File: src/logic/fpd_consts.vh
// Constants for the coprocessor instruction decoder: field positions,
// opcode values, register offsets and reset values.
// Assumes inclusion by bare name from every design file that needs it.
`ifndef FPD_CONSTS_VH
`define FPD_CONSTS_VH

// Instruction fields
`define FPD_CP_CLASS_HI     27
`define FPD_CP_CLASS_LO     24
`define FPD_CP_CLASS_VAL    4'he
`define FPD_CP_NUM_HI       11
`define FPD_CP_NUM_LO       8
`define FPD_CP_NUM_VAL      4'h1
`define FPD_KIND_BIT        4
`define FPD_OPC_HI          23
`define FPD_OPC_LO          20
`define FPD_FORM_BIT        15
`define FPD_PREC_HI_BIT     19
`define FPD_PREC_LO_BIT     7
`define FPD_RND_HI          6
`define FPD_RND_LO          5
`define FPD_CONST_BIT       3
`define FPD_FM_HI           2
`define FPD_FM_LO           0
`define FPD_FN_HI           18
`define FPD_FN_LO           16
`define FPD_FD_HI           14
`define FPD_FD_LO           12
`define FPD_XOP_HI          23
`define FPD_XOP_LO          21
`define FPD_DIR_BIT         20
`define FPD_RD_HI           15
`define FPD_RD_LO           12
`define FPD_RD_PC           4'hf

// Data operation codes {abcd,j}
`define FPD_ADD_OP          5'h00
`define FPD_MULTIPLY_OP     5'h02
`define FPD_SUBTRACT_OP     5'h04
`define FPD_REV_SUB_OP      5'h06
`define FPD_DIVIDE_OP       5'h08
`define FPD_REV_DIV_OP      5'h0a
`define FPD_RAISE_OP        5'h0c
`define FPD_REV_RAISE_OP    5'h0e
`define FPD_REMAINDER_OP    5'h10
`define FPD_QUICK_MUL_OP    5'h12
`define FPD_QUICK_DIV_OP    5'h14
`define FPD_QUICK_RDIV_OP   5'h16
`define FPD_POLAR_OP        5'h18
`define FPD_UNDEF_A_OP      5'h1a
`define FPD_UNDEF_B_OP      5'h1c
`define FPD_UNDEF_C_OP      5'h1e
`define FPD_MOVE_OP         5'h01
`define FPD_MOVE_NEG_OP     5'h03
`define FPD_MAGNITUDE_OP    5'h05
`define FPD_ROUND_INT_OP    5'h07
`define FPD_SQRT_OP         5'h09
`define FPD_LOG10_OP        5'h0b
`define FPD_NATURAL_LG_OP   5'h0d
`define FPD_NAT_POWER_OP    5'h0f
`define FPD_Y_OVER_R_OP     5'h11
`define FPD_X_OVER_R_OP     5'h13
`define FPD_Y_OVER_X_OP     5'h15
`define FPD_INV_Y_R_OP      5'h17
`define FPD_INV_X_R_OP      5'h19
`define FPD_INV_Y_X_OP      5'h1b
`define FPD_UNNORM_RND_OP   5'h1d
`define FPD_NORMALISE_OP    5'h1f

// Precision and rounding
`define FPD_PREC_SINGLE     2'h0
`define FPD_PREC_DOUBLE     2'h1
`define FPD_PREC_EXT        2'h2
`define FPD_PREC_BAD        2'h3
`define FPD_RND_NEAREST     2'h0
`define FPD_RND_PLUS        2'h1
`define FPD_RND_MINUS       2'h2
`define FPD_RND_ZERO        2'h3

// Register transfer codes {abc,L}
`define FPD_INT_TO_FLOAT_OP 4'h0
`define FPD_FLOAT_TO_INT_OP 4'h1
`define FPD_WRITE_STAT_OP   4'h2
`define FPD_READ_STAT_OP    4'h3
`define FPD_WRITE_CTRL_OP   4'h4
`define FPD_READ_CTRL_OP    4'h5

// Compare codes abc
`define FPD_COMPARE_OP      3'h4
`define FPD_COMPARE_NEG_OP  3'h5
`define FPD_COMPARE_SIG_OP  3'h6
`define FPD_COMPARE_NSIG_OP 3'h7

// Decoded class
`define FPD_CLASS_NONE      2'h0
`define FPD_CLASS_DATA      2'h1
`define FPD_CLASS_XFER      2'h2
`define FPD_CLASS_CMP       2'h3

// Built-in constants, single precision images
`define FPD_K_0_0           32'h00000000
`define FPD_K_1_0           32'h3f800000
`define FPD_K_2_0           32'h40000000
`define FPD_K_3_0           32'h40400000
`define FPD_K_4_0           32'h40800000
`define FPD_K_5_0           32'h40a00000
`define FPD_K_0_5           32'h3f000000
`define FPD_K_10_0          32'h41200000

// Register map (byte addresses)
`define FPD_CTRL_OFS        12'h000
`define FPD_STAT_OFS        12'h004
`define FPD_TAGS_OFS        12'h008
`define FPD_TRAPS_OFS       12'h00c
`define FPD_CTRL_RST        1'h0
`define FPD_ALT_CMP_BIT     0

`endif

File: src/logic/fpd_decoder.v
// Coprocessor instruction decoder: data operations, register
// transfers and compares, with host flag mapping and an APB window.
// Assumes instruction and compare inputs come from core_clk_i logic.
//
// Local design decisions: the register addresses and the APB register port.
`timescale 1ns/100ps
`default_nettype none
`include "fpd_consts.vh"

module fpd_decoder #(
    parameter NUM_FREGS = 8,
    parameter K_WIDTH   = 32
) (
    // Clock and reset
    input  wire                 core_clk_i,
    input  wire                 reset_i,
    // APB slave
    input  wire                 psel,
    input  wire                 penable,
    input  wire                 pwrite,
    input  wire [11:0]          paddr,
    input  wire [31:0]          pwdata,
    output wire [31:0]          prdata,
    output wire                 pready,
    output wire                 pslverr,
    // Instruction from host
    input  wire                 instr_valid_i,
    input  wire [31:0]          instr_i,
    input  wire                 supervisor_i,
    // Store/restore of a float register by the transfer unit
    input  wire                 restore_valid_i,
    input  wire [2:0]           restore_reg_i,
    input  wire                 restore_tag_i,
    // Compare outcome from datapath
    input  wire                 cmp_done_i,
    input  wire                 cmp_less_i,
    input  wire                 cmp_equal_i,
    input  wire                 cmp_unordered_i,
    input  wire                 cmp_snan_i,
    // Decoded instruction
    output reg                  dec_valid_o,
    output reg  [1:0]           dec_class_o,
    output reg  [4:0]           dec_func_o,
    output reg                  dec_monadic_o,
    output reg  [1:0]           dec_prec_o,
    output reg  [1:0]           dec_round_final_o,
    output reg  [1:0]           dec_round_step_o,
    output reg                  dec_to_host_o,
    output reg  [2:0]           dec_dest_o,
    output reg  [2:0]           dec_first_o,
    output reg  [2:0]           dec_second_o,
    output reg                  dec_use_const_o,
    output wire [K_WIDTH-1:0]   const_value_o,
    output reg                  dec_second_unnorm_o,
    output reg                  dec_trap_o,
    // Host flags
    output reg                  flags_valid_o,
    output reg  [3:0]           flags_nzcv_o,
    output reg                  cmp_exception_o,
    output wire [NUM_FREGS-1:0] save_tags_o
);

    // Decode state
    reg                  alt_cmp_reg;
    reg                  cmp_signal_reg;
    reg  [NUM_FREGS-1:0] unnorm_tag_reg;
    reg  [NUM_FREGS-1:0] unnorm_tag_next;
    reg  [15:0]          trap_count_reg;
    reg  [31:0]          rdata_reg;

    // Decoder combinational terms
    reg        is_cp;
    reg        is_data;
    reg        is_xfer;
    reg        is_cmp;
    reg  [4:0] data_code;
    reg  [3:0] xfer_code;
    reg  [2:0] cmp_code;
    reg  [1:0] prec;
    reg  [1:0] rnd;
    reg        trap_next;
    reg  [1:0] class_next;
    reg  [4:0] func_next;
    reg        transcend;
    reg        writes_dest;

    wire [3:0] rd_field = instr_i[`FPD_RD_HI:`FPD_RD_LO];
    wire [2:0] fd_field = instr_i[`FPD_FD_HI:`FPD_FD_LO];
    wire [2:0] fm_field = instr_i[`FPD_FM_HI:`FPD_FM_LO];

    always @* begin
        // Field positions of the host coprocessor layout
        is_cp     = instr_i[`FPD_CP_CLASS_HI:`FPD_CP_CLASS_LO] == `FPD_CP_CLASS_VAL &&
                    instr_i[`FPD_CP_NUM_HI:`FPD_CP_NUM_LO] == `FPD_CP_NUM_VAL;
        data_code = {instr_i[`FPD_OPC_HI:`FPD_OPC_LO], instr_i[`FPD_FORM_BIT]};
        xfer_code = {instr_i[`FPD_XOP_HI:`FPD_XOP_LO], instr_i[`FPD_DIR_BIT]};
        cmp_code  = instr_i[`FPD_XOP_HI:`FPD_XOP_LO];
        prec      = {instr_i[`FPD_PREC_HI_BIT], instr_i[`FPD_PREC_LO_BIT]};
        rnd       = instr_i[`FPD_RND_HI:`FPD_RND_LO];
        is_data   = is_cp && !instr_i[`FPD_KIND_BIT];
        is_xfer   = is_cp && instr_i[`FPD_KIND_BIT];
        // Compare is a transfer to host register 15
        is_cmp    = is_xfer && instr_i[`FPD_DIR_BIT] && cmp_code[2] &&
                    rd_field == `FPD_RD_PC;
        trap_next   = 1'b0;
        class_next  = `FPD_CLASS_NONE;
        func_next   = 5'h00;
        transcend   = 1'b0;
        writes_dest = 1'b0;
        if (is_data) begin
            class_next  = `FPD_CLASS_DATA;
            func_next   = data_code;
            writes_dest = 1'b1;
            case (data_code)
                `FPD_ADD_OP, `FPD_MULTIPLY_OP, `FPD_SUBTRACT_OP,
                `FPD_REV_SUB_OP: begin
                    trap_next = 1'b0;
                end
                `FPD_DIVIDE_OP, `FPD_REV_DIV_OP, `FPD_QUICK_MUL_OP,
                `FPD_QUICK_DIV_OP, `FPD_QUICK_RDIV_OP: begin
                    // Quick forms run as the plain ones
                    trap_next = 1'b0;
                end
                `FPD_RAISE_OP, `FPD_REV_RAISE_OP, `FPD_POLAR_OP: begin
                    transcend = 1'b1;
                end
                `FPD_REMAINDER_OP: begin
                    trap_next = 1'b0;
                end
                `FPD_UNDEF_A_OP, `FPD_UNDEF_B_OP, `FPD_UNDEF_C_OP: begin
                    trap_next   = 1'b1;
                    writes_dest = 1'b0;
                end
                `FPD_MOVE_OP, `FPD_MOVE_NEG_OP, `FPD_MAGNITUDE_OP,
                `FPD_ROUND_INT_OP, `FPD_SQRT_OP: begin
                    trap_next = 1'b0;
                end
                `FPD_LOG10_OP, `FPD_NATURAL_LG_OP, `FPD_NAT_POWER_OP: begin
                    transcend = 1'b1;
                end
                `FPD_Y_OVER_R_OP, `FPD_X_OVER_R_OP, `FPD_Y_OVER_X_OP,
                `FPD_INV_Y_R_OP, `FPD_INV_X_R_OP, `FPD_INV_Y_X_OP: begin
                    transcend = 1'b1;
                end
                `FPD_UNNORM_RND_OP, `FPD_NORMALISE_OP: begin
                    trap_next = 1'b0;
                end
                default: begin
                    trap_next = 1'b1;
                end
            endcase
            if (prec == `FPD_PREC_BAD) begin
                trap_next   = 1'b1;
                writes_dest = 1'b0;
            end
        end else if (is_cmp) begin
            class_next = `FPD_CLASS_CMP;
            func_next  = {2'h0, cmp_code};
            // Reserved efgh must be zero
            trap_next  = prec != 2'h0 || rnd != 2'h0;
        end else if (is_xfer) begin
            class_next = `FPD_CLASS_XFER;
            func_next  = {1'b0, xfer_code};
            case (xfer_code)
                `FPD_INT_TO_FLOAT_OP: begin
                    trap_next = prec == `FPD_PREC_BAD;
                end
                `FPD_FLOAT_TO_INT_OP: begin
                    trap_next = prec != 2'h0;
                end
                `FPD_WRITE_STAT_OP, `FPD_READ_STAT_OP: begin
                    trap_next = prec != 2'h0 || rnd != 2'h0;
                end
                `FPD_WRITE_CTRL_OP, `FPD_READ_CTRL_OP: begin
                    // Privileged
                    trap_next = !supervisor_i || prec != 2'h0 || rnd != 2'h0;
                end
                default: begin
                    // 011x and 1xxx outside compares
                    trap_next = 1'b1;
                end
            endcase
        end
    end

    // Unnormalised tags: set by 11101, cleared by any other data operation write.
    // A restore puts back the saved tag so 11111 still works
    always @* begin
        unnorm_tag_next = unnorm_tag_reg;
        if (restore_valid_i) begin
            unnorm_tag_next[restore_reg_i] = restore_tag_i;
        end
        if (instr_valid_i && writes_dest && !trap_next) begin
            unnorm_tag_next[fd_field] = data_code == `FPD_UNNORM_RND_OP;
        end
    end

    // Save path reads the tags straight from flops
    assign save_tags_o = unnorm_tag_reg;

    always @(posedge core_clk_i or posedge reset_i) begin
        if (reset_i) begin
            dec_valid_o         <= 1'b0;
            dec_class_o         <= `FPD_CLASS_NONE;
            dec_func_o          <= 5'h00;
            dec_monadic_o       <= 1'b0;
            dec_prec_o          <= `FPD_PREC_SINGLE;
            dec_round_final_o   <= `FPD_RND_NEAREST;
            dec_round_step_o    <= `FPD_RND_NEAREST;
            dec_to_host_o       <= 1'b0;
            dec_dest_o          <= 3'h0;
            dec_first_o         <= 3'h0;
            dec_second_o        <= 3'h0;
            dec_use_const_o     <= 1'b0;
            dec_second_unnorm_o <= 1'b0;
            dec_trap_o          <= 1'b0;
            cmp_signal_reg      <= 1'b0;
            unnorm_tag_reg      <= {NUM_FREGS{1'b0}};
            trap_count_reg      <= 16'h0000;
        end else begin
            dec_valid_o    <= instr_valid_i && is_cp;
            unnorm_tag_reg <= unnorm_tag_next;
            if (instr_valid_i && is_cp) begin
                dec_class_o         <= class_next;
                dec_func_o          <= func_next;
                dec_monadic_o       <= is_data && data_code[0];
                dec_prec_o          <= prec;
                dec_round_final_o   <= rnd;
                // Directed mode only on the last step
                dec_round_step_o    <= transcend ? `FPD_RND_NEAREST : rnd;
                dec_to_host_o       <= is_xfer && instr_i[`FPD_DIR_BIT];
                dec_dest_o          <= fd_field;
                dec_first_o         <= instr_i[`FPD_FN_HI:`FPD_FN_LO];
                dec_second_o        <= fm_field;
                dec_use_const_o     <= instr_i[`FPD_CONST_BIT];
                // Constant operands are never unnormalised
                dec_second_unnorm_o <= unnorm_tag_reg[fm_field] &&
                                       !instr_i[`FPD_CONST_BIT];
                dec_trap_o          <= trap_next;
                if (is_cmp) begin
                    cmp_signal_reg <= cmp_code[1];
                end
                // Count wraps silently when full
                if (trap_next) begin
                    trap_count_reg <= trap_count_reg + 16'h0001;
                end
            end
        end
    end

    // Constant operand image, same latency as the decode
    fpd_const_rom #(
        .WIDTH      (K_WIDTH)
    ) u_const_rom (
        .core_clk_i (core_clk_i),
        .reset_i    (reset_i),
        .index_i    (fm_field),
        .value_o    (const_value_o)
    );

    // Host flags from the compare outcome
    // Kind latched at decode: one compare in flight at a time
    always @(posedge core_clk_i or posedge reset_i) begin
        if (reset_i) begin
            flags_valid_o   <= 1'b0;
            flags_nzcv_o    <= 4'h0;
            cmp_exception_o <= 1'b0;
        end else begin
            flags_valid_o <= cmp_done_i;
            if (cmp_done_i) begin
                // Unordered clears N and Z; C depends on alternate bit
                flags_nzcv_o[3] <= cmp_less_i && !cmp_unordered_i;
                flags_nzcv_o[2] <= cmp_equal_i && !cmp_unordered_i;
                flags_nzcv_o[1] <= cmp_unordered_i ? alt_cmp_reg :
                                   !cmp_less_i;
                flags_nzcv_o[0] <= cmp_unordered_i;
                cmp_exception_o <= cmp_signal_reg ? cmp_unordered_i :
                                   cmp_snan_i;
            end
        end
    end

    // APB slave, zero wait states
    // Writes to read-only offsets drop silently
    wire apb_hit_ctrl  = paddr == `FPD_CTRL_OFS;
    wire apb_hit_stat  = paddr == `FPD_STAT_OFS;
    wire apb_hit_tags  = paddr == `FPD_TAGS_OFS;
    wire apb_hit_traps = paddr == `FPD_TRAPS_OFS;
    wire apb_mapped    = apb_hit_ctrl || apb_hit_stat || apb_hit_tags || apb_hit_traps;

    always @(posedge core_clk_i or posedge reset_i) begin
        if (reset_i) begin
            alt_cmp_reg <= `FPD_CTRL_RST;
        end else if (psel && penable && pwrite && apb_hit_ctrl) begin
            alt_cmp_reg <= pwdata[`FPD_ALT_CMP_BIT];
        end
    end

    always @* begin
        rdata_reg = 32'h00000000;
        if (apb_hit_ctrl) begin
            rdata_reg[`FPD_ALT_CMP_BIT] = alt_cmp_reg;
        end else if (apb_hit_stat) begin
            rdata_reg = {16'h0000, flags_nzcv_o, 1'b0, cmp_exception_o,
                         dec_trap_o, dec_func_o, dec_class_o, 2'h0};
        end else if (apb_hit_tags) begin
            rdata_reg[NUM_FREGS-1:0] = unnorm_tag_reg;
        end else if (apb_hit_traps) begin
            rdata_reg[15:0] = trap_count_reg;
        end
    end

    // Read data is combinational from registers; unmapped reads give zero
    assign prdata  = (psel && !pwrite) ? rdata_reg : 32'h00000000;
    assign pready  = 1'b1;
    assign pslverr = psel && penable && !apb_mapped;

endmodule
`default_nettype wire

File: src/logic/fpd_const_rom.v
// Built-in operand constant table, registered read data.
// Assumes index is stable in the cycle the decoder samples it.
`timescale 1ns/100ps
`default_nettype none
`include "fpd_consts.vh"

module fpd_const_rom #(
    parameter WIDTH = 32
) (
    // Clock and reset
    input  wire             core_clk_i,
    input  wire             reset_i,
    // Lookup
    input  wire [2:0]       index_i,
    output reg  [WIDTH-1:0] value_o
);

    reg [WIDTH-1:0] value_next;

    always @* begin
        case (index_i)
            3'h0:    value_next = `FPD_K_0_0;
            3'h1:    value_next = `FPD_K_1_0;
            3'h2:    value_next = `FPD_K_2_0;
            3'h3:    value_next = `FPD_K_3_0;
            3'h4:    value_next = `FPD_K_4_0;
            3'h5:    value_next = `FPD_K_5_0;
            3'h6:    value_next = `FPD_K_0_5;
            3'h7:    value_next = `FPD_K_10_0;
            default: value_next = `FPD_K_0_0;
        endcase
    end

    always @(posedge core_clk_i or posedge reset_i) begin
        if (reset_i) begin
            value_o <= {WIDTH{1'b0}};
        end else begin
            value_o <= value_next;
        end
    end

endmodule
`default_nettype wire

File: config.mk
export PLATFORM = sky130hd
export DESIGN_NAME = fpd_decoder
export DESIGN_NICKNAME = d
export VERILOG_FILES = /design/src/logic/fpd_decoder.v /design/src/logic/fpd_const_rom.v
export VERILOG_INCLUDE_DIRS = /design/src /design/src/logic
export SDC_FILE = /design/constraint.sdc
export NUM_CORES = 1
export LEC_CHECK = 0
export BUFFER_PORTS_ARGS = -buffer_cell sky130_fd_sc_hd__buf_4
export CAP_MARGIN = 30
export CORE_AREA = 2 2 128 130
export DETAILED_ROUTE_END_ITERATION = 8
export DIE_AREA = 0 0 130 132
export GPL_ROUTABILITY_DRIVEN = 1
export PLACE_DENSITY_LB_ADDON = 0.2
export SYNTH_ARGS = -nofsm -noshare
export SYNTH_HDL_FRONTEND = slang
export SYNTH_SLANG_ARGS = --single-unit
File: constraint.sdc
create_clock -name core_clk_i -period 2.5 [get_ports core_clk_i]
set_input_delay 0.125 -clock core_clk_i [delete_from_list [all_inputs] [get_ports core_clk_i]]
set_output_delay 0.125 -clock core_clk_i [all_outputs]
set_load 0.02 [all_outputs]
Yosys cells after proc, flatten, opt, wreduce, memory -nomap -nowiden

Memory sizes are Yosys's and may differ from the RTL's. A register that Yosys moved wholly into a read port is not among the register bits.
Cells that the tools add are included.
W data, S select, Z words.

Bits in registers: 92
Memory bits (read-only): 80
Bits of input ports: 93
Output and inout port bits: 108
Memories kept: 1

$add $sub $neg: 1
Magnitude comparators: 5
Equal/unequal tests: 28
Mux-type cells: 37
Reduce and logical (&&, ||, !) cells: 44

Memory list:

| memory           | words | width | read ports | clocked after memory_dff | write ports | line               | source |
|---|---|---|---|---|---|---|---|
| (name not given) | 8     | 10    | 1          | 1                        | 0           | fpd_const_rom.v:21 | `case (index_i)` |

Operator list:

| operator                | count |
|---|---|
| $eq A5 B5 Y1 const B    | 11 |
| $mux W16                | 2 |
| $mux W32                | 1 |
| $mux W8                 | 4 |
| $eq A5 B4 Y1 const B    | 5 |
| $eq A12 B4 Y1 const B   | 2 |
| $logic_and A1 B1 Y1     | 20 |
| $add A16 B1 Y16 const B | 1 |
| $bwmux W8               | 2 |
| $mux W1                 | 16 |
| $mux W15                | 1 |
| $eq A12 B3 Y1 const B   | 1 |
| $logic_not A12 Y1       | 1 |
| $lt A3 B4 Y1 const B    | 3 |
| $reduce_or A12 Y1       | 1 |
| $eq A4 B1 Y1 const B    | 2 |
| $eq A4 B2 Y1 const B    | 2 |
| $eq A4 B3 Y1 const B    | 2 |
| $eq A4 B4 Y1 const B    | 2 |
| $logic_not A1 Y1        | 8 |
| $mux W2                 | 4 |
| $mux W4                 | 2 |
| $demux W1 S3            | 2 |
| $ge A3 B1 Y1 const B    | 2 |
| other kinds (10)        | 18 |

Logic depth before layout (Yosys ltp)

Gate-level depths: netlist of the first run.

Depth in word-level cells: 11
Gate-level depth with buffers: 8
Mapped depth without buffers: 6

Cells and area by module

From an unflattened synthesis of the first run, not the netlist that was laid out.

Cells, all modules: 401
Area total of the unflattened synthesis: 3,851.2 um^2

Modules (own cells, without submodules):

| module        | instances | cells an instance | area each (um^2) | seq. area each (um^2) |
|---|---|---|---|---|
| fpd_decoder   | 1         | 357               | 3,438.3          | 1,501.4 |
| fpd_const_rom | 1         | 44                | 412.9            | 150.1 |

Least setup slack after synthesis of the first run

OpenSTA, ideal clock, no wires.

Path type: input to output
From: in paddr[5]
To: out prdata[5]
Arrival time: 1.619 ns
Data required time: 2.375 ns
Slack: 0.756 ns
Cell stages on the path: 6
Buffers on the path: 1
Cell sequence: nor4_1 -> nand3_1 -> nor3b_1 -> buf_2 -> a22oi_1 -> o2bb2ai_1

Longest elaborated chain between the ends: 6
Elaborated cells between the ends (all ways): 9

RTL lines:

| item                    | line              | source |
|---|---|---|
| start: declaration      | fpd_decoder.v:21  | `input wire [11:0] paddr,` |
| $eq A12 B4 Y1 (no line) | --                |  |
| $mux W16                | fpd_decoder.v:308 | `end else if (apb_hit_traps) begin` |
| $mux W8                 | fpd_decoder.v:306 | `end else if (apb_hit_tags) begin` |
| $mux W16                | fpd_decoder.v:303 | `end else if (apb_hit_stat) begin` |
| $mux W15 *              | fpd_decoder.v:301 | `if (apb_hit_ctrl) begin` |
| $mux W32 *              | fpd_decoder.v:314 | `assign prdata = (psel && !pwrite) ? rdata_reg : 32'h00000000;` |
| end: declaration        | fpd_decoder.v:23  | `output wire [31:0] prdata,` |

Every way passes the cells marked *; elsewhere a longest branch is shown, timed or not.

Final worst setup path of the first run

From: in instr_i[6]
To: reg trap_count_reg[7]

Longest elaborated chain between the ends: 7
Elaborated cells between the ends (all ways): 8

RTL lines:

| item                                         | line                                                    | source |
|---|---|---|
| start: declaration                           | fpd_decoder.v:28                                        | `input wire [31:0] instr_i,` |
| $reduce_bool A2 Y1 *                         | fpd_decoder.v:160, fpd_decoder.v:172, fpd_decoder.v:176 |  |
| $logic_or A1 B1 Y1, on equally long branches | fpd_decoder.v:176, fpd_decoder.v:160, fpd_decoder.v:172 |  |
| $pmux W1 S4                                  | fpd_decoder.v:164                                       | `case (xfer_code)` |
| $mux W1                                      | fpd_decoder.v:161                                       | `end else if (is_xfer) begin` |
| $mux W1 *                                    | fpd_decoder.v:156                                       | `end else if (is_cmp) begin` |
| $mux W1 *                                    | fpd_decoder.v:110                                       | `if (is_data) begin` |
| $reduce_and A2 Y1 (no line) *                | --                                                      |  |
| end signal: assignment                       | fpd_decoder.v:245                                       | `trap_count_reg <= trap_count_reg + 16'h0001;` |
| end: declaration                             | fpd_decoder.v:68                                        | `reg [15:0] trap_count_reg;` |

Marked as above.
A chain may end at the register's enable or synchronous reset.

==> results of run 1 <==
-- routing by layer --
layer | track usage [%] | part of all wire (%) | routed length (um) | up-vias
met5 | 0 | 0 | 0 | -
met4 | 4.540 | 1.3 | 141 | 0
met3 | 2.760 | 6.2 | 701 | 9
met2 | 20.10 | 46 | 5134 | 128
met1 | 18.99 | 47 | 5295 | 1549
li1 | - | - | - | 1579
-- power breakdown --
group          internal, W  switching [W]
sequential         0.00113      0.0000685
clock             0.000825       0.000480
combinational     0.000238       0.000323
-- path summary, 6_finish.rpt --
path / startpoint / endpoint / slack (ns) / cells after the start
setup / recovery: instr_i[6] / trap_count_reg[7] / 0.22 / 9
hold / removal: instr_i[19] / dec_prec_o[1] / 0.01 / 3
setup reg to reg: trap_count_reg[0] / trap_count_reg[10] / 0.87 / 5
hold reg to reg: dec_round_step_o[1] / dec_round_step_o[1] / 0.48 / 2
max in group asynchronous: reset_i / save_tags_o[0] / 1.54 / 4
min in group asynchronous: reset_i / u_const_rom.value_o[22] / 0.34 / 3
-- cell usage after synthesis (all sizes together), types with 5 or more instances --
master    n  area (um^2)
nand2    67        254.0
dfrtp    66         1652
buf      52        377.9
nor2     29        108.9
a22oi    15        112.6
xor2     15        131.4
mux2i    13        130.1
clkbuf   12        45.04
o21ai    12        60.05
nand3    11        60.06
mux2     10        116.4
nor4     10        108.9
inv       8        30.03
nor3b     8        70.06
a21oi     7        38.79
and3      7        48.80
nor3      7        35.03
o2bb2ai   6        52.55
nand4     5        46.29
-- worst reg2reg max path, stage by stage, from the launching register on --
cell     delay, ns
dfrtp_1       0.41
ha_1          0.19
and3_1        0.18
nand3_1       0.28
nor4_2        0.33
xor2_1        0.17
-- per-stage QoR --
step	setup slack [ns]	hold WS [ns]	util (%)	cells
2_1_floorplan	0.7202	0.1564	-	442
3_3_place_gp	0.4367	0.1307	30.99	726
3_5_place_dp	0.3891	0.1436	30.99	726
4_1_cts	0.2326	0.007904	33.45	750
5_1_grt	0.1019	0.02943	33.45	750
6_report	0.2202	0.01301	33.45	750
-- cell families (layout without fill, tap and decap cells) --
logic type,count (synthesis),count (layout),synth area share [%]
DFF,66,66,42.57
buffers and inverters,72,164,11.67
other,2,39,0.1936
xor gates and xnor gates,15,15,3.386
AOI/OAI and AO/OA,55,55,10.19
adders and majority gates,2,2,0.5804
and+or+nand+nor,168,168,23.90
muxes,25,25,7.513
-- what timing repair did --
action,CTS,global route
setup buffers,0,0
setup endpoints to repair,0,0
hold buffers,8,0
gates resized for setup,0,0
hold endpoints to repair,23,0
-- area by class of cell --
cell class                      instances  share of cell area [%]
Clock buffer                           12                   4.880
Clock inverter                          4                  0.9522
Inverter                                8                  0.5713
Multi-Input combinational cell        304                   36.42
Sequential cell                        66                   31.42
Tap cell                              216                   5.142
Timing Repair Buffer                  140                   20.61
==> results_dict.tcl, run 1 <==
set metrics [dict create \
    outcome "finished, final reports clean" \
    crit_type "in2reg" \
    firstDrtPassIters 4 \
    drv_slew 0 \
    skew_ns 0.006086 \
    drt_iter0_drc 145 \
    synth_ff_type "dfrtp_1" \
    min_period_ns 2.280 \
    hold_class "in2reg" \
    place_area_mm2 0.004870 \
    routed_via_density 4.353 \
    grt_usage_pct 13.36 \
    setup_viol 0 \
    worst_pin_slew_ns 0.6528 \
    final_hold_viol_count 0 \
    largest_reg_flops 16 \
    layout_common_cells "131 x buf_4, 66 x nand2_1, 66 x dfrtp_1, 39 x conb_1, 29 x nor2_1" \
    synth-seq-cells 66 \
    power.static_leakage_nw 2.598 \
    tritoncts "done" \
    syn-cell-area_mm2 0.003880 \
    htree_levels 3 \
    regArea_mm2 0.001652 \
    antenna_found_initial 0 \
    dp_hpwl_um 8583 \
    core-area_mm2 0.01571 \
    p_per_area_mw_per_mm2 583.6 \
    fin_tns_setup_ns 0 \
    synthArstFlopShare_pct 100.0 \
    start_kind "primary input" \
    io_pins 201 \
    ant_nets 0 \
    grt_max_degree 52 \
    path_common_cell "buf_4" \
    finalWeightedCongestion 0.8200 \
    drc 0 \
    synth_enable_flop_cells 0 \
    numClockSinks 66 \
    ir_worst_vdd_uv 344.6 \
    grt_pass1_wl_um 17660 \
    port_buffers 126 \
    drive_gt1_share_pct 33.33 \
    synthesis.instances 405 \
    overflow 0 \
    post_synth_num_cell_types 59 \
    nets 623 \
    area_delta_synth_final_pct 35.47 \
    rsz0062_at_grt "no" \
    vias 3265 \
    crit_buf_inv 3 \
    crit_family "buffers and inverters" \
    power_w 0.003068 \
    crit_chain "dlygate4sd3_1 > buf_4 > nor4_1 > a21boi_0 > o21ai_0 > a21oi_2 > buf_4 > nor4b_1 > xor2_1" \
    routed_wirelength_um 11270 \
    start_util_pct 24.69 \
    endpoint_kind "flop" \
    crit_slowest_cell "dlygate4sd3_1" \
    critical_path.max_stage_delay_ns 0.54 \
    wire_per_inst_um 15.03 \
    grt_pass1_vias 3154 \
    avgSynthCellArea_um2 9.580 \
    die_h_um 132 \
    num-fill-cells 1642 \
    worstPathArrival_ns 2.47 \
    ys_seq_area_share_pct 42.57 \
    cts_buffers 9 \
    clock.fmax_mhz 438.6 \
    cp_data_required_time_ns 2.69 \
    final_common_cell "buf_4" \
    min_period_over_period_pct 91.19 \
    clkSlewWorstSetupHoldPaths_ns 0.06 \
    n_antenna_cell 0 \
    num_rows 46 \
    insertion_delay_ns 0.33 \
    cp_max_fo 10 \
    final_area_mm2 0.005256 \
    cts_root_buf "clkbuf_16" \
    clockBufferDepth 2 \
    die_x_um 130 \
    maxSlewHeadroom_pct 56.15 \
    cap_violations 0 \
    yosys_warnings 0 \
    multiInputGateArea_mm2 0.001914 \
    die_area_mm2 0.01716 \
]
Note: power is estimated with default switching activity, not from simulation.
==> run 2, diff against run 1 <==
--- a/config.mk
+++ b/config.mk
@@ -9,10 +9,12 @@
 export BUFFER_PORTS_ARGS = -buffer_cell sky130_fd_sc_hd__buf_4
 export CAP_MARGIN = 30
 export CORE_AREA = 2 2 128 130
+export CTS_CLUSTER_DIAMETER = 50
 export DETAILED_ROUTE_END_ITERATION = 8
 export DIE_AREA = 0 0 130 132
 export GPL_ROUTABILITY_DRIVEN = 1
-export PLACE_DENSITY_LB_ADDON = 0.2
+export GPL_TIMING_DRIVEN = 0
+export PLACE_DENSITY = 0.57
 export SYNTH_ARGS = -nofsm -noshare
 export SYNTH_HDL_FRONTEND = slang
 export SYNTH_SLANG_ARGS = --single-unit
==> run 2 against run 1 <==
Net effect:
- the flow now finishes with violations (hold timing)
- non-clock buffer count increased by 50
- first-iteration DRC count down 10%
- critical path type is now in2out
- critical endpoint is now prdata[5]
- die area stayed put
==> results_dict.tcl, run 2 (synthesized netlist as in run 1, its figures left out) <==
set metrics [dict create \
    outcome "finished with violations" \
    violations "hold timing" \
    final_common_cell "buf_4" \
    routed_via_density 4.329 \
    power.static_leakage_nw 2.836 \
    nets 673 \
    num-fill-cells 1647 \
    crit_type "in2out" \
    antenna_found_initial 0 \
    ir_worst_vdd_uv 308.0 \
    power_w 0.003293 \
    min_period_ns 2.202 \
    vias 3463 \
    routed_wirelength_um 11800 \
    area_delta_synth_final_pct 44.34 \
    pre_cts_slack_ns 0.3298 \
    cap_violations 0 \
    tritoncts "done" \
    grt_pass1_vias 3405 \
    numClockSinks 66 \
    start_kind "primary input" \
    grt_max_degree 67 \
    endpoint_kind "output pin" \
    maxSlewHeadroom_pct 43.93 \
    drc 0 \
    skew_ns 0.004375 \
    insertion_delay_ns 0.33 \
    start_util_pct 24.69 \
    wire_per_inst_um 14.75 \
    clkSlewWorstSetupHoldPaths_ns 0.06 \
    setup_ws_ns 0.2979 \
    grt_usage_pct 13.81 \
    cts_setup_buffers 0 \
    drive_gt1_share_pct 37.33 \
    setup_viol 0 \
    overflow 0 \
    holdWs_ns -0.01567 \
    final_hold_viol_count 47 \
    p_per_area_mw_per_mm2 588.0 \
    ant_nets 0 \
    hold_class "in2async" \
    min_period_over_period_pct 88.08 \
    cts_root_buf "clkbuf_16" \
    largest_reg_flops 16 \
    rsz0062_at_grt "no" \
    dp_hpwl_um 9190 \
    finalWeightedCongestion 0.7639 \
    grt_pass1_wl_um 18390 \
    cp_max_fo 10 \
    firstDrtPassIters 4 \
    clockBufferDepth 2 \
    cts_buffers 9 \
    htree_levels 3 \
    n_antenna_cell 0 \
    cp_data_required_time_ns 2.38 \
    worst_pin_slew_ns 0.8410 \
    die_h_um 132 \
    num_rows 46 \
    worstPathArrival_ns 2.08 \
    drt_iter0_drc 130 \
    clock.fmax_mhz 454.1 \
    layout_common_cells "164 x buf_4, 66 x nand2_1, 66 x dfrtp_1, 39 x conb_1, 29 x nor2_1" \
    port_buffers 121 \
    die_x_um 130 \
    io_pins 201 \
    drv_slew 0 \
    die_area_mm2 0.01716 \
    core-area_mm2 0.01571 \
]
==> run 2: cell types whose count changed in the layout (fill, tap and decap cells not counted), sizes merged <==
cell         change
clkinv           +2
dlygate4sd3      -3
bufinv           +2
clkbuf           +9
inv              +1
buf             +41
clkinvlp         -2
==> run 2: final cells by class <==
type | instances | area (um^2) | share of cell area [%]
multi-input cells | 304 | 1914 | 34.18
flip-flops and latches | 66 | 1652 | 29.49
repair buffers | 126 | 958.4 | 17.11
plain buffers | 64 | 422.9 | 7.551
well taps | 216 | 270.3 | 4.826
clock buffers | 9 | 225.2 | 4.021
clock inverters | 7 | 125.1 | 2.234
inverters | 8 | 32.53 | 0.5809
==> run 2: repair_timing <==
item,in CTS,in global routing
hold buffers,5,0
endpoints found under the hold margin,6,0
resized for setup,0,0
endpoints found under the setup margin,0,0
==> run 2: path summary, 6_finish.rpt <==
check | start | slack [ns] | end | cells past startpoint
setup reg to reg | trap_count_reg[0] | 0.84 | trap_count_reg[10] | 5
setup / recovery | paddr[5] | 0.30 | prdata[5] | 8
hold reg to reg | dec_round_step_o[1] | 0.46 | dec_round_step_o[1] | 2
hold / removal | reset_i | -0.02 | save_tags_o[3] | 2
min in group core_clk_i | instr_i[5] | 0.01 | dec_round_final_o[0] | 3
max in group asynchronous | reset_i | 1.98 | dec_round_final_o[0] | 2
==> run 2: routing by layer <==
metal | track usage [%] | vias up | wire length (um)
li1 | - | 1686 | -
met1 | 18.14 | 1652 | 5136
met2 | 22.37 | 119 | 5697
met3 | 3.084 | 6 | 833
met4 | 4.600 | 0 | 130
met5 | 0 | - | 0
==> run 2: critical path: stages <==
cell       delay, ns
buf_4           0.11
nor4_1          0.29
nand3_1         0.22
nor3b_1         0.49
buf_2           0.34
a22oi_1         0.13
o2bb2ai_1       0.21
buf_4           0.18
==> run 2: power breakdown <==
group / internal, W / total, W / switching, W / leakage (nW)
clock: 0.000983 / 0.00148 / 0.000499 / 0.170
sequential: 0.00113 / 0.00120 / 0.0000715 / 0.881
combinational: 0.000277 / 0.000607 / 0.000330 / 1.78
total: 0.00239 / 0.00329 / 0.000901 / 2.84
==> run 2: stage by stage <==
stage	utilization (%)	setup TNS, ns	hold WS (ns)	cells	instance area, um^2
finish	35.64	0	-0.01567	800	5600
global route	35.64	0	0.03306	800	5600
CTS	35.64	0	0.003909	800	5600
detailed placement	33.09	0	0.2446	779	5200
global placement	33.08	-18.29	0.2438	779	5197
floorplan	-	0	0.1564	442	4019
==> run 3, diff against run 2 <==
==> constraint.sdc (replaced) <==
create_clock -name core_clk_i -period 2.5 [get_ports core_clk_i]
set_input_delay 0.5 -clock core_clk_i [delete_from_list [all_inputs] [get_ports core_clk_i]]
set_output_delay 0.5 -clock core_clk_i [all_outputs]
set_load 0.02 [all_outputs]
==> run 3 against run 2 <==
Net effect:
- the flow now finishes without violations
- clock skew hardly changed
- global-route usage increased by 0.084 points
- power increased by 0.26%
- combinational power up 0.7%
- utilization up 1.1 points
- count of clock-buffer cells in the layout is the same
- clock power about the same
- first-iteration DRC count is 20% higher
- setup slack got worse by 0.29 ns
- register-to-register slack is essentially flat
- critical endpoint is now prdata[8]
- largest cell class unchanged
- largest power group unchanged
==> results_dict.tcl, run 3 (synthesized netlist as in run 1, its figures left out) <==
set metrics [dict create \
    start_kind "primary input" \
    path_common_cell "buf_6" \
    crit_family "simple AND/OR/NAND/NOR gates" \
    final_hold_viol_count 0 \
    worst_pin_slew_ns 0.8426 \
    min_period_over_period_pct 99.85 \
    p_per_area_mw_per_mm2 572.2 \
    endpoint_kind "output pin" \
    htree_levels 3 \
    hold_class "in2reg" \
    clockBufferDepth 2 \
    routed_via_density 4.385 \
    cp.depth 9 \
    port_buffers 121 \
    drt_iter0_drc 156 \
    reg2reg_from "trap_count_reg[0]" \
    grt_use_met1_pct 18.11 \
    start_util_pct 24.69 \
    wire_per_inst_um 14.98 \
    nets 671 \
    clock.fmax_mhz 400.6 \
    crit_slowest_cell "nor3b_4" \
    routed_wirelength_um 11950 \
    maxSlewHeadroom_pct 43.82 \
    cp_max_fo 5 \
    die_h_um 132 \
    worstHoldStart "cmp_done_i" \
    layout_common_cells "157 x buf_4, 66 x nand2_1, 66 x dfrtp_1, 39 x conb_1, 28 x nor2_1" \
    cts_hold_buf 0 \
    ant_nets 0 \
    pre_cts_slack_ns -0.4202 \
    drc 0 \
    die_area_mm2 0.01716 \
    fin_tns_setup_ns 0 \
    cts_buffers 9 \
    top_usage_layer "met2" \
    tritoncts "done" \
    largest_reg_flops 16 \
    overflow 0 \
    rsz0062_at_grt "yes" \
    outcome "finished, final reports clean" \
    core-area_mm2 0.01571 \
    power_w 0.003301 \
    holdPathEnd "flags_valid_o" \
    antenna_found_initial 0 \
    numClockSinks 66 \
    clkSlewWorstSetupHoldPaths_ns 0.06 \
    grt_max_degree 67 \
    setup_ws_ns 0.003714 \
    crit_type "in2out" \
    fin_util_pct 36.72 \
    cts_root_buf "clkbuf_16" \
    dp_hpwl_um 9190 \
    skew_ns 0.004846 \
    timing.rr.end "trap_count_reg[10]" \
    final_common_cell "buf_4" \
    ir_worst_vdd_uv 311.5 \
    firstDrtPassIters 5 \
    critical_path.max_stage_delay_ns 0.32 \
    rr_worst_depth 5 \
    drive_gt1_share_pct 41.75 \
    crit_chain "buf_6 > nor4_4 > nand3_4 > nor3b_4 > buf_6 > buf_12 > a22oi_1 > nor2_1 > buf_4" \
    insertion_delay_ns 0.33 \
    crit_buf_inv 4 \
    io_pins 201 \
    r2r_slack_ns 0.85 \
    vias 3499 \
    cap_violations 0 \
    worstPathArrival_ns 2.00 \
    min_period_ns 2.496 \
    num-fill-cells 1628 \
    die_x_um 130 \
    cp_data_required_time_ns 2.00 \
    place_area_mm2 0.005200 \
    finalWeightedCongestion 0.7639 \
    n_antenna_cell 0 \
    worstHoldPathCells 1 \
    grt_pass1_vias 3432 \
    drv_slew 0 \
    num_rows 46 \
    met2_usage_pct 22.69 \
    grt_pass1_wl_um 18490 \
    setup_viol 0 \
    power.static_leakage_nw 2.867 \
    final_area_mm2 0.005769 \
    gr-usage-met3_pct 3.084 \
    area_delta_synth_final_pct 48.69 \
    grt_usage_pct 13.89 \
]
run 3: cell types whose count changed in the layout (fill, tap and decap cells not counted), sizes merged:
cell | before | now
buf | 173 | 177
clkbuf | 21 | 20
dlygate4sd3 | 5 | 0
run 3: metal layers:
layer / part of all wire, % / routed length, um
met3: 6.0 / 718
met5: 0 / 0
met4: 1.6 / 187
met2: 48 / 5757
met1: 44 / 5288
run 3: cell type report:
| cell class | count | area (um^2) | share of cell area (%) |
|---|---|---|---|
| Buffer | 63 | 435.4 | 7.547 |
| Clock buffer | 9 | 225.2 | 3.904 |
| Clock inverter | 7 | 125.1 | 2.169 |
| Inverter | 8 | 32.53 | 0.5639 |
| Multi-Input combinational cell | 304 | 2043 | 35.42 |
| Sequential cell | 66 | 1652 | 28.63 |
| Tap cell | 216 | 270.3 | 4.684 |
| Timing Repair Buffer | 125 | 985.9 | 17.09 |
run 3: report_power, final:
| part | internal [W] | leakage (nW) | total [W] | switching (W) |
|---|---|---|---|---|
| Sequential | 0.00113 | 0.881 | 0.00121 | 0.0000762 |
| Combinational | 0.000276 | 1.82 | 0.000611 | 0.000335 |
| Clock | 0.000982 | 0.170 | 0.00148 | 0.000499 |
run 3: per-stage QoR:
stage / std cells / hold slack, ns
2_1_floorplan: 442 / 0.4425
3_3_place_gp: 779 / 0.4578
3_5_place_dp: 779 / 0.4571
4_1_cts: 798 / 0.2673
5_1_grt: 798 / 0.2674
6_report: 798 / 0.2802
run 3: how the worst max path moves through the flow:
stage / from / endpoint / slack [ns]
5_1_grt: paddr[5] / prdata[9] / -0.08
3_3_place_gp: reset_i / dec_to_host_o / -0.66
3_5_place_dp: paddr[5] / prdata[5] / -0.42
2_1_floorplan: paddr[5] / prdata[5] / 0.006
6_report: paddr[5] / prdata[8] / 0.004
4_1_cts: paddr[6] / prdata[4] / -0.001
run 3: timing repair:
item	CTS	global route
cloned	1	0
setup buffers	3	0
pin swaps	6	19
gates resized for setup	17	24
endpoints found under the setup margin	14	13
run 3: worst register-to-register path: stages (launching register included):
cell and delay, ns:
dfrtp_1 0.41, ha_1 0.19, and3_1 0.18, nand3_1 0.28
nor4_2 0.33, xor2_1 0.18
